==> config.mk <==
export PLATFORM = sky130hd
export DESIGN_NAME = ofr_core
export DESIGN_NICKNAME = d
export VERILOG_FILES = /design/src/design/ofr_pkg.sv /design/src/design/ofr_tick.sv /design/src/design/ofr_core.sv
export SDC_FILE = /design/constraint.sdc
export NUM_CORES = 1
export LEC_CHECK = 0
export BUFFER_PORTS_ARGS = -buffer_cell sky130_fd_sc_hd__buf_2
export CORE_MARGIN = 3
export CORE_UTILIZATION = 55
export DETAILED_ROUTE_END_ITERATION = 8
export GPL_ROUTABILITY_DRIVEN = 0
export GPL_TIMING_DRIVEN = 0
export PLACE_DENSITY = 0.77
export SLEW_MARGIN = 20
export SYNTH_ARGS = -nofsm -noshare
export SYNTH_HDL_FRONTEND = slang
export SYNTH_SLANG_ARGS = --single-unit
==> constraint.sdc <==
create_clock -name CLK -period 3.4 [get_ports CLK]
set_input_delay 0.34 -clock CLK [delete_from_list [all_inputs] [get_ports CLK]]
set_output_delay 0.34 -clock CLK [all_outputs]
set_load 0.01 [all_outputs]
==> src/design/ofr_pkg.sv <==
/*
 * constants for the output fault response block: command codes, field
 * layout of the response bytes, encodings, reset values and the tick time.
 * assumes a 10 MHz system clock.
 */
package ofr_pkg;

	// clock and tick timing
	localparam int unsigned CLK_FREQ_MHZ = 10;
	localparam int unsigned TICK_TIME_US = 10;
	localparam int unsigned TICK_CYCLES = TICK_TIME_US * CLK_FREQ_MHZ;

	// command codes
	localparam logic [7:0] CMD_OC_RESP = 8'h47;
	localparam logic [7:0] CMD_UV_RESP = 8'hE0;
	localparam logic [7:0] CMD_TON_RESP = 8'hE1;
	localparam logic [7:0] CMD_RETRY_INT = 8'hE2;
	localparam logic [7:0] CMD_CLEAR = 8'h03;

	// response byte fields
	localparam int unsigned RESP_HI = 7;
	localparam int unsigned RESP_LO = 6;
	localparam int unsigned RETRY_HI = 5;
	localparam int unsigned RETRY_LO = 3;
	localparam int unsigned DELAY_HI = 2;
	localparam int unsigned DELAY_LO = 0;

	// response and retry encodings
	localparam logic [1:0] RESP_IGNORE = 2'h0;
	localparam logic [1:0] RESP_DELAY = 2'h1;
	localparam logic [1:0] RESP_SHUT = 2'h2;
	localparam logic [1:0] RESP_BAD = 2'h3;
	localparam logic [1:0] OC_RESP_BAD = 2'h1;
	localparam logic [2:0] RETRY_FOREVER = 3'h7;
	localparam logic [7:0] TON_RESP_OFF = 8'h00;

	// reset values
	localparam logic [7:0] OC_RESP_RESET = 8'h00;
	localparam logic [7:0] UV_RESP_RESET = 8'h80;
	localparam logic [7:0] TON_RESP_RESET = 8'h80;
	localparam logic [7:0] RETRY_INT_RESET = 8'h0A;
	localparam logic [7:0] READ_NONE = 8'h00;

	// response state machine
	typedef enum logic [3:0] {
		ST_RUN = 4'h1,
		ST_DELAY = 4'h2,
		ST_SHUT = 4'h4,
		ST_RETRY = 4'h8
	} ofr_state_t;

endpackage

==> src/design/ofr_tick.sv <==
/*
 * 10 us tick divider for the fault delay and retry counters.
 * assumes one clock, synchronous active-high reset; restart realigns phase.
 */
`timescale 1ns/1ps
`default_nettype none

module ofr_tick import ofr_pkg::*; #(
	parameter int unsigned CYCLES = TICK_CYCLES
) (
	// clock and reset
	input wire logic clk,
	input wire logic rst,
	// control
	input wire logic restart,
	// tick out
	output logic tick
);

	localparam int unsigned CW = (CYCLES > 1) ? $clog2(CYCLES) : 1;
	localparam logic [CW-1:0] LAST = CW'(CYCLES - 1);

	logic [CW-1:0] cnt;
	logic [CW-1:0] next_cnt;
	logic next_tick;

	// divider
	always_comb begin
		next_cnt = cnt + 1'b1;
		next_tick = 1'b0;
		if (restart) begin
			next_cnt = '0;
		end else if (cnt == LAST) begin
			next_cnt = '0;
			next_tick = 1'b1;
		end
	end

	always_ff @(posedge clk) begin
		if (rst) begin
			cnt <= '0;
			tick <= 1'b0;
		end else begin
			cnt <= next_cnt;
			tick <= next_tick;
		end
	end

endmodule

`default_nettype wire

==> src/design/ofr_core.sv <==
/*
 * output fault response logic for one channel: response bytes, undervoltage
 * masking, delay, shut-off and retry, turn-on timeout flags, alert.
 * assumes synchronous inputs from the sequencer and comparators, a host
 * command port decoded from the serial interface, 10 MHz clock.
 */
`timescale 1ns/1ps
`default_nettype none

module ofr_core import ofr_pkg::*; #(
	parameter int unsigned TICK_LEN = TICK_CYCLES,
	parameter logic [7:0] UV_RESP_INIT = UV_RESP_RESET,
	parameter logic [7:0] TON_RESP_INIT = TON_RESP_RESET,
	parameter logic [7:0] RETRY_INT_INIT = RETRY_INT_RESET
) (
	// clock and reset
	input wire logic CLK,
	input wire logic RST,
	// host command port
	input wire logic [7:0] CMD_CODE,
	input wire logic WR_STROBE,
	input wire logic [7:0] WR_DATA,
	output logic [7:0] RD_DATA,
	// channel command
	input wire logic CHANNEL_RUN_PIN,
	input wire logic OPERATION_ON,
	// sequencer state
	input wire logic TON_MAX_REACHED,
	input wire logic TON_DELAY_DONE,
	input wire logic TON_RISE_DONE,
	input wire logic TOFF_FALL_ACTIVE,
	input wire logic TON_TIMEOUT,
	// comparators
	input wire logic UV_DETECT,
	input wire logic VOUT_ABOVE_UV,
	input wire logic OC_PRESENT,
	// alert masks
	input wire logic UV_ALERT_MASK,
	input wire logic TON_ALERT_MASK,
	// status and control out
	output logic OUTPUT_ENABLE,
	output logic ALERT_N,
	output logic UV_FAULT,
	output logic TON_FAULT,
	output logic STATUS_WORD_VOUT,
	output logic STATUS_BYTE_NOTA,
	output logic CML_FAULT
);

	function automatic logic [1:0] resp_field(input logic [7:0] b);
		resp_field = b[RESP_HI:RESP_LO];
	endfunction

	// response byte registers
	logic [7:0] oc_resp;
	logic [7:0] uv_resp;
	logic [7:0] ton_resp;
	logic [7:0] retry_int;
	logic [7:0] next_oc_resp;
	logic [7:0] next_uv_resp;
	logic [7:0] next_ton_resp;
	logic [7:0] next_retry_int;
	logic [7:0] next_rd_data;
	logic cml_set;

	// fault state
	ofr_state_t state;
	ofr_state_t next_state;
	logic [7:0] cnt;
	logic [7:0] next_cnt;
	logic uv_armed;
	logic next_uv_armed;
	logic run_prev;
	logic uv_flag;
	logic ton_flag;
	logic nota_flag;
	logic word_flag;
	logic alert_n;
	logic cml;
	logic out_en;
	logic next_uv_flag;
	logic next_ton_flag;
	logic next_nota_flag;
	logic next_word_flag;
	logic next_alert_n;
	logic next_cml;
	logic next_out_en;

	// shared terms
	logic run_cmd;
	logic clear_cmd;
	logic fault_clear;
	logic uv_enable;
	logic uv_event;
	logic ton_event;
	logic tick;
	logic tick_restart;
	logic [2:0] delay_n;
	logic [2:0] retry_set;

	assign run_cmd = CHANNEL_RUN_PIN & OPERATION_ON;
	assign clear_cmd = WR_STROBE & (CMD_CODE == CMD_CLEAR);
	assign fault_clear = clear_cmd | (run_cmd & ~run_prev);
	assign delay_n = uv_resp[DELAY_HI:DELAY_LO];
	assign retry_set = uv_resp[RETRY_HI:RETRY_LO];
	assign uv_enable = uv_armed & run_cmd & TON_RISE_DONE & ~TOFF_FALL_ACTIVE
		& ((state == ST_RUN) | (state == ST_DELAY));
	assign uv_event = UV_DETECT & uv_enable;
	assign ton_event = TON_TIMEOUT & run_cmd & (ton_resp != TON_RESP_OFF);
	assign tick_restart = (state != next_state);

	ofr_tick #(
		.CYCLES(TICK_LEN)
	) ofr_tick_inst (
		.clk(CLK),
		.rst(RST),
		.restart(tick_restart),
		.tick(tick)
	);

	// host writes and reads
	always_comb begin
		next_oc_resp = oc_resp;
		next_uv_resp = uv_resp;
		next_ton_resp = ton_resp;
		next_retry_int = retry_int;
		cml_set = 1'b0;
		if (WR_STROBE) begin
			case (CMD_CODE)
				CMD_OC_RESP: begin
					if (resp_field(WR_DATA) == OC_RESP_BAD) begin
						cml_set = 1'b1;
					end else begin
						next_oc_resp = WR_DATA;
					end
				end
				CMD_UV_RESP: begin
					if (resp_field(WR_DATA) == RESP_BAD) begin
						cml_set = 1'b1;
					end else begin
						next_uv_resp = WR_DATA;
					end
				end
				CMD_TON_RESP: next_ton_resp = WR_DATA;
				CMD_RETRY_INT: next_retry_int = WR_DATA;
				CMD_CLEAR: cml_set = 1'b0;
				default: cml_set = 1'b1;
			endcase
		end
		case (CMD_CODE)
			CMD_OC_RESP: next_rd_data = oc_resp;
			CMD_UV_RESP: next_rd_data = uv_resp;
			CMD_TON_RESP: next_rd_data = ton_resp;
			CMD_RETRY_INT: next_rd_data = retry_int;
			default: next_rd_data = READ_NONE;
		endcase
	end

	always_ff @(posedge CLK) begin
		if (RST) begin
			oc_resp <= OC_RESP_RESET;
			uv_resp <= UV_RESP_INIT;
			ton_resp <= TON_RESP_INIT;
			retry_int <= RETRY_INT_INIT;
			RD_DATA <= READ_NONE;
		end else begin
			oc_resp <= next_oc_resp;
			uv_resp <= next_uv_resp;
			ton_resp <= next_ton_resp;
			retry_int <= next_retry_int;
			RD_DATA <= next_rd_data;
		end
	end

	// masking, response state machine, delay and retry counting
	always_comb begin
		next_state = state;
		next_cnt = tick ? cnt + 1'b1 : cnt;
		next_uv_armed = run_cmd & (uv_armed | (TON_MAX_REACHED & TON_DELAY_DONE
			& TON_RISE_DONE & VOUT_ABOVE_UV & ~OC_PRESENT));
		case (state)
			ST_RUN: begin
				next_cnt = '0;
				if (ton_event && resp_field(ton_resp) != RESP_IGNORE) begin
					next_state = ST_SHUT;
				end else if (uv_event) begin
					case (resp_field(uv_resp))
						RESP_DELAY: next_state = ST_DELAY;
						RESP_SHUT: next_state = ST_SHUT;
						default: next_state = ST_RUN;
					endcase
				end
			end
			ST_DELAY: begin
				if (!uv_event) begin
					next_state = ST_RUN;
					next_cnt = '0;
				end else if (cnt >= {5'h00, delay_n}) begin
					next_state = ST_SHUT;
				end
			end
			ST_SHUT: begin
				next_cnt = '0;
				if (retry_set == RETRY_FOREVER) begin
					next_state = ST_RETRY;
				end else if (fault_clear) begin
					next_state = ST_RUN;
				end
			end
			ST_RETRY: begin
				if (cnt >= retry_int) begin
					next_state = ST_RUN;
					next_cnt = '0;
				end
			end
			default: begin
				next_state = ST_RUN;
				next_cnt = '0;
			end
		endcase
		if (!run_cmd) begin
			next_state = ST_RUN;
			next_cnt = '0;
		end
		if (next_state == ST_SHUT || next_state == ST_RETRY) begin
			next_uv_armed = 1'b0;
		end
		next_out_en = run_cmd & ((next_state == ST_RUN) | (next_state == ST_DELAY));
	end

	always_ff @(posedge CLK) begin
		if (RST) begin
			state <= ST_RUN;
			cnt <= '0;
			uv_armed <= 1'b0;
			out_en <= 1'b0;
		end else begin
			state <= next_state;
			cnt <= next_cnt;
			uv_armed <= next_uv_armed;
			out_en <= next_out_en;
		end
	end

	// sticky status flags and alert, set wins over clear
	always_comb begin
		next_uv_flag = (uv_flag & ~fault_clear) | uv_event;
		next_ton_flag = (ton_flag & ~fault_clear) | ton_event;
		next_nota_flag = (nota_flag & ~fault_clear) | ton_event;
		next_word_flag = (word_flag & ~fault_clear) | uv_event | ton_event;
		next_alert_n = ~((~alert_n & ~fault_clear) | (uv_event & ~UV_ALERT_MASK)
			| (ton_event & ~TON_ALERT_MASK) | cml_set);
		next_cml = (cml & ~clear_cmd) | cml_set;
	end

	always_ff @(posedge CLK) begin
		if (RST) begin
			uv_flag <= 1'b0;
			ton_flag <= 1'b0;
			nota_flag <= 1'b0;
			word_flag <= 1'b0;
			alert_n <= 1'b1;
			cml <= 1'b0;
			run_prev <= 1'b0;
		end else begin
			uv_flag <= next_uv_flag;
			ton_flag <= next_ton_flag;
			nota_flag <= next_nota_flag;
			word_flag <= next_word_flag;
			alert_n <= next_alert_n;
			cml <= next_cml;
			run_prev <= run_cmd;
		end
	end

	// outputs straight from flops
	assign OUTPUT_ENABLE = out_en;
	assign ALERT_N = alert_n;
	assign UV_FAULT = uv_flag;
	assign TON_FAULT = ton_flag;
	assign STATUS_WORD_VOUT = word_flag;
	assign STATUS_BYTE_NOTA = nota_flag;
	assign CML_FAULT = cml;

endmodule

`default_nettype wire

==> impl_metrics.ini, run 1 <==
[status]
status = complete, no violations

[final_layout]
nets = 494
area_growth_pct = 14.8
drive_gt1_share_pct = 15.0
n_antenna_cell = 0
final_util_pct = 67.7

[power_and_ir_drop]
total_power_mw = 1.59
powerDensity_nw_per_um2 = 411
leakage_nw = 1.46
vdd.ir_drop.worst_v = 0.000281

[clock_tree]
cts_buffers = 9
cts_tree = done
max-clock-path-buffers = 2
clockRootBuffer = clkbuf_8
cts_max_level = 3
cts.clk_slew.worst_paths_ns = 0.08
cts_hold_buf = 0
clk_latency_ns = 0.35
ctsResizeCount = 0
cts_setup_buffers = 0
clock_sinks = 69

[detailed_routing]
drtIter0Drc = 248
routedWlPerCell_um = 15.2
drc_errors = 0
routed_wirelength_um = 7980
viasPerCell = 5.94
vias = 3121
dr.pass1.iters = 6
route.antenna.remaining_nets = 0

[grt]
grt.total_usage_pct = 23.1
grt_max_degree = 15
grt_pass1_vias = 2918
grt_pass1_wl_um = 13400
grt_overflow = 0
antenna_found_initial = 0

[sta]
slew-limit-headroom_pct = 42.5
totalNegativeSetupSlack_ns = 0
finClkSkew_ns = 0.00909
slew_viol_final = 0
post-route-min-period_ns = 2.71
setup_viol = 0
rsz0062_at_grt = false
period_share_pct = 79.7
final-hold-violation-count = 0
clock.fmax_ghz = 0.369
tightest_slew_ns = 0.855

[logic_synthesis]
synthArstFlopShare_pct = 0
synth_largest_area_cell = dfxtp_1
synth-edff-count = 0
synth_warnings = 0
ys_seq_elements = 69
synth_flop_cell = dfxtp_1
synth_area_leaders = dfxtp_1 (41%), nand2_1 (5.7%), ha_1 (5.6%)
yosysTopAreaCellShare_pct = 41.0
netlist_area_um2 = 3370
yosysSeqAreaShare_pct = 41.0
syn_nets = 442
netlist_instances = 396
ys_types = 55
avgSynthCellArea_um2 = 8.50

[critical_path]
cp-end-kind = flop
worst-path-max-fanout = 8
worstSetupPathType = reg2reg
cp-start-kind = flop
critPathRequiredTime_ns = 3.65
arrival_ns = 2.96
worst_path_largest_cell_delay_ns = 0.51
path_cells = inv_1 > ha_1 > nand2b_1 > a2111oi_2 > nor4_1 > o41ai_1 > nand4_1 > nor4b_1
slowest_stage = a2111oi_2

[floorplan]
die_h_um = 84.2
die_area_um2 = 7100
die-width_um = 84.2
io-pin-count = 46
std_cell_rows = 27
fp.coreArea_um2 = 5710
initial_utilization_pct = 59.0

[placed_design]
dp_hpwl_um = 5960
numPortBuffers = 41

[min_path]
hold_path.class = in2reg

[flow_run]
max_cap_violations = 0
[report_power, final]
| part | total (mW) | internal [mW] | switching, mW | leakage [nW] |
|---|---|---|---|---|
| Combinational | 0.0855 | 0.0319 | 0.0535 | 0.800 |
| Clock | 0.682 | 0.347 | 0.335 | 0.101 |
| Sequential | 0.821 | 0.816 | 0.00530 | 0.558 |
[metrics by stage]
stage | area (um^2) | setup slack (ns) | instances | hold slack (ns)
after floorplan | 3370 | 1.04 | 396 | 0.445
after global placement | 3660 | 0.728 | 509 | 0.435
after detailed placement | 3660 | 0.727 | 509 | 0.448
after CTS | 3860 | 0.672 | 525 | 0.250
after global routing | 3860 | 0.290 | 525 | 0.261
final | 3860 | 0.689 | 525 | 0.263
[sequential cells by signal, summed over array words and instances, names as in the netlist, 4 cells and up]
name,cells
oc_resp,8
state,4
ton_resp,8
uv_resp,8
cnt,8
retry_int,8
ofr_tick_inst.cnt,7
RD_DATA,8
[path summary, 6_finish.rpt]
kind / slack, ns / to / cells after the start / from
worst max register to register: 0.69 / ofr_tick_inst.cnt[1] / 8 / cnt[0]
worst max-delay path: 0.69 / ofr_tick_inst.cnt[1] / 8 / cnt[0]
worst min-delay path: 0.26 / ton_resp[3] / 3 / WR_DATA[3]
worst min register to register: 0.46 / CML_FAULT / 2 / CML_FAULT
[critical path, delay by kind of cell (launching register included)]
| family | cells | cell delay (ns) |
|---|---|---|
| DFF | 1 | 0.39 |
| AOI/OAI and AO/OA | 2 | 0.87 |
| and+or+nand+nor | 4 | 1.01 |
| adders and majority gates | 1 | 0.27 |
| buffers and inverters | 1 | 0.08 |
[cell type report]
class / instances / area (um^2)
plain buffers: 16 / 60.1
clock buffers: 9 / 124
clock inverters: 7 / 77.6
fillers: 494 / 1850
inverters: 17 / 63.8
multi-input cells: 294 / 1860
flip-flops and latches: 69 / 1380
well taps: 72 / 90.1
repair buffers: 41 / 205
[cell usage in the layout, fill, tap and decap left out, types with 14 or more instances in the layout]
cell type | Yosys | final
a21oi_1 | 29 | 29
buf_2 | 0 | 41
clkbuf_1 | 16 | 16
inv_1 | 17 | 17
ha_1 | 15 | 15
nand2_1 | 51 | 51
dfxtp_1 | 69 | 69
nor2_1 | 38 | 38
mux2i_1 | 14 | 14
nand3_1 | 18 | 18
[routing by layer]
layer | vias to the layer above | GRT usage [%] | routed length, um
met1 | 1450 | 29.1 | 3560
li1 | 1537 | - | -
met4 | 0 | 10.1 | 120
met5 | - | 0 | 0
met3 | 11 | 5.50 | 541
met2 | 123 | 37.8 | 3760
[logic make-up after synthesis]
family,synth area share (%)
AND/OR/NAND/NOR,25.7
AO/OA/AOI/OAI,15.5
adder cells (fa/ha/maj),5.57
buffers and inverters,3.68
multiplexers,4.57
XOR/XNOR,3.90
flip-flops,41.0
[synthesized netlist by cell type (5+ instances only)]
library cell and count:
xor2_1 6, a21oi_1 29, xnor2_1 9, nand2_1 51
o21ai_0 8, a31oi_1 9, dfxtp_1 69, nor4_1 9
nand2b_1 5, inv_1 17, nor3_1 9, mux2i_1 14
clkbuf_1 16, ha_1 15, nand4_1 7, nor2_1 38
nand3_1 18, a222oi_1 6
(Power assumes the default switching activity.)
==> run 2, diff against run 1 <==
CORE_UTILIZATION = 52   (was 55)
PLACE_DENSITY = 0.76   (was 0.77)
clock period = 2.4 ns   (was 3.4 ns; I/O delays follow)
==> impl_metrics.ini, run 2 (synthesis results as in run 1) <==
[sta]
rsz0062_at_grt = true
setup_ws_ns = -0.00853
slew_viol_final = 0
slew-limit-headroom_pct = 9.60
clock.fmax_ghz = 0.415
final-hold-violation-count = 0
finClkSkew_ns = 0.0114
tightest_slew_ns = 1.34
totalNegativeSetupSlack_ns = -0.00983
post-route-min-period_ns = 2.41
period_share_pct = 100
setup_viol = 2

[critical_path]
path_cells = or4b_4 > or3_4 > o32ai_4 > nor3_4 > mux2i_4 > nor3b_1
cp-end-kind = flop
arrival_ns = 2.66
critPathRequiredTime_ns = 2.65
worstSetupPathType = reg2reg
rr_worst_depth = 6
cp-start-kind = flop
slowest_stage = or4b_4
worst_path_largest_cell_delay_ns = 0.59
worst-path-max-fanout = 8

[power_and_ir_drop]
vdd.ir_drop.worst_v = 0.000495
p_int_mw = 1.62
power.clock.fraction_pct = 42.1
p_seq_share_pct = 52.0
p_sw_mw = 0.614
pwr-share-comb_pct = 5.8
switching_share_pct = 27.5
leakage_nw = 1.52
powerDensity_nw_per_um2 = 551

[final_layout]
n_antenna_cell = 0
final_cell_area_um2 = 4050
area_growth_pct = 20.3
multiInputGateArea_um2 = 2000
drive_gt1_share_pct = 19.7
final_cell_mix = dfxtp_1 (65), nand2_1 (51), buf_2 (41)
final_util_pct = 66.4
nets = 499
final.fill_count = 488
regArea_um2 = 1390
final_common_cell = dfxtp_1

[floorplan]
die_area_um2 = 7480
die_h_um = 86.5
io-pin-count = 46
die-width_um = 86.5
initial_utilization_pct = 55.2
fp.coreArea_um2 = 6100
std_cell_rows = 28

[status]
violations = setup timing
status = finished, violations left

[placed_design]
dp_hpwl_um = 6010
numPortBuffers = 41
post-place-ws_ns = -0.336
dpl_cell_area_um2 = 3670

[grt]
grt.total_usage_pct = 22.9
antenna_found_initial = 0
grt_max_degree = 17
grt_overflow = 0
grt_pass1_wl_um = 13600
grt_pass1_vias = 2948

[detailed_routing]
vias = 3164
routedWlPerCell_um = 15.7
route.antenna.remaining_nets = 0
drc_errors = 0
viasPerCell = 5.94
routed_wirelength_um = 8380
dr.pass1.iters = 8
drtIter0Drc = 220

[clock_tree]
cts_tree = done
clk_latency_ns = 0.36
cts_buffers = 9
clock_sinks = 69
max-clock-path-buffers = 2
cts.clk_slew.worst_paths_ns = 0.10
clockRootBuffer = clkbuf_8
cts_max_level = 3

[flow_run]
max_cap_violations = 0

[min_path]
hold_path.class = in2reg
min_path_cells = 3
-- run 2: repair_timing --
| item | 4_1_cts | 5_1_grt |
|---|---|---|
| resized for setup | 2 | 24 |
| setup endpoints to repair | 10 | 18 |
| hold endpoints to repair | 0 | 0 |
| hold buffers | 0 | 0 |
| buffers inserted | 1 | 5 |
| pin swaps | 3 | 11 |
| cloned | 0 | 0 |
-- run 2: per-stage QoR --
stage | power, mW | cells | hold WS, ns
CTS | 2.24 | 529 | 0.139
global placement | 1.31 | 512 | 0.435
floorplan | 1.25 | 396 | 0.380
detailed placement | 1.31 | 512 | 0.445
finish | 2.23 | 533 | 0.156
global route | 2.32 | 533 | 0.159
-- run 2: worst max-delay path: cells and delay by family (launching register included) --
family             cells  cell delay (ns)
DFF                    1             0.37
AOI/OAI and AO/OA      1             0.35
muxes                  1             0.25
and+or+nand+nor        4             1.34
-- run 2: per-layer routing --
metal  vias up  global-route usage [%]  routed length, um
met5         -                       0                  0
met4         0                    7.79                148
met3        15                    5.32                570
met2       105                    38.2               3980
met1      1495                    29.2               3680
li1       1549                       -                  -
-- run 2: path summary, 6_finish.rpt --
| kind | from | endpoint | slack [ns] |
|---|---|---|---|
| max | state[1] | ofr_tick_inst.tick | -0.009 |
| min | WR_DATA[1] | ton_resp[1] | 0.16 |
| max reg2reg | state[1] | ofr_tick_inst.tick | -0.009 |
| min reg2reg | STATUS_BYTE_NOTA | STATUS_BYTE_NOTA | 0.46 |
-- run 2: power by group through the flow --
stage                     Sequential (mW)  Clock [mW]  Combinational, mW
after floorplan                      1.19           0             0.0606
after global placement               1.19           0              0.118
after detailed placement             1.19           0              0.119
after CTS                            1.16       0.954              0.122
after global routing                 1.16        1.01              0.141
final                                1.16       0.941              0.130
-- run 2: cell type report --
class	count	share of cell area (%)
Multi-Input combinational cell	294	49.4
Inverter	17	1.58
Tap cell	75	2.32
Clock inverter	7	1.76
Sequential cell	69	34.3
Buffer	16	1.48
Timing Repair Buffer	46	6.09
Clock buffer	9	3.06
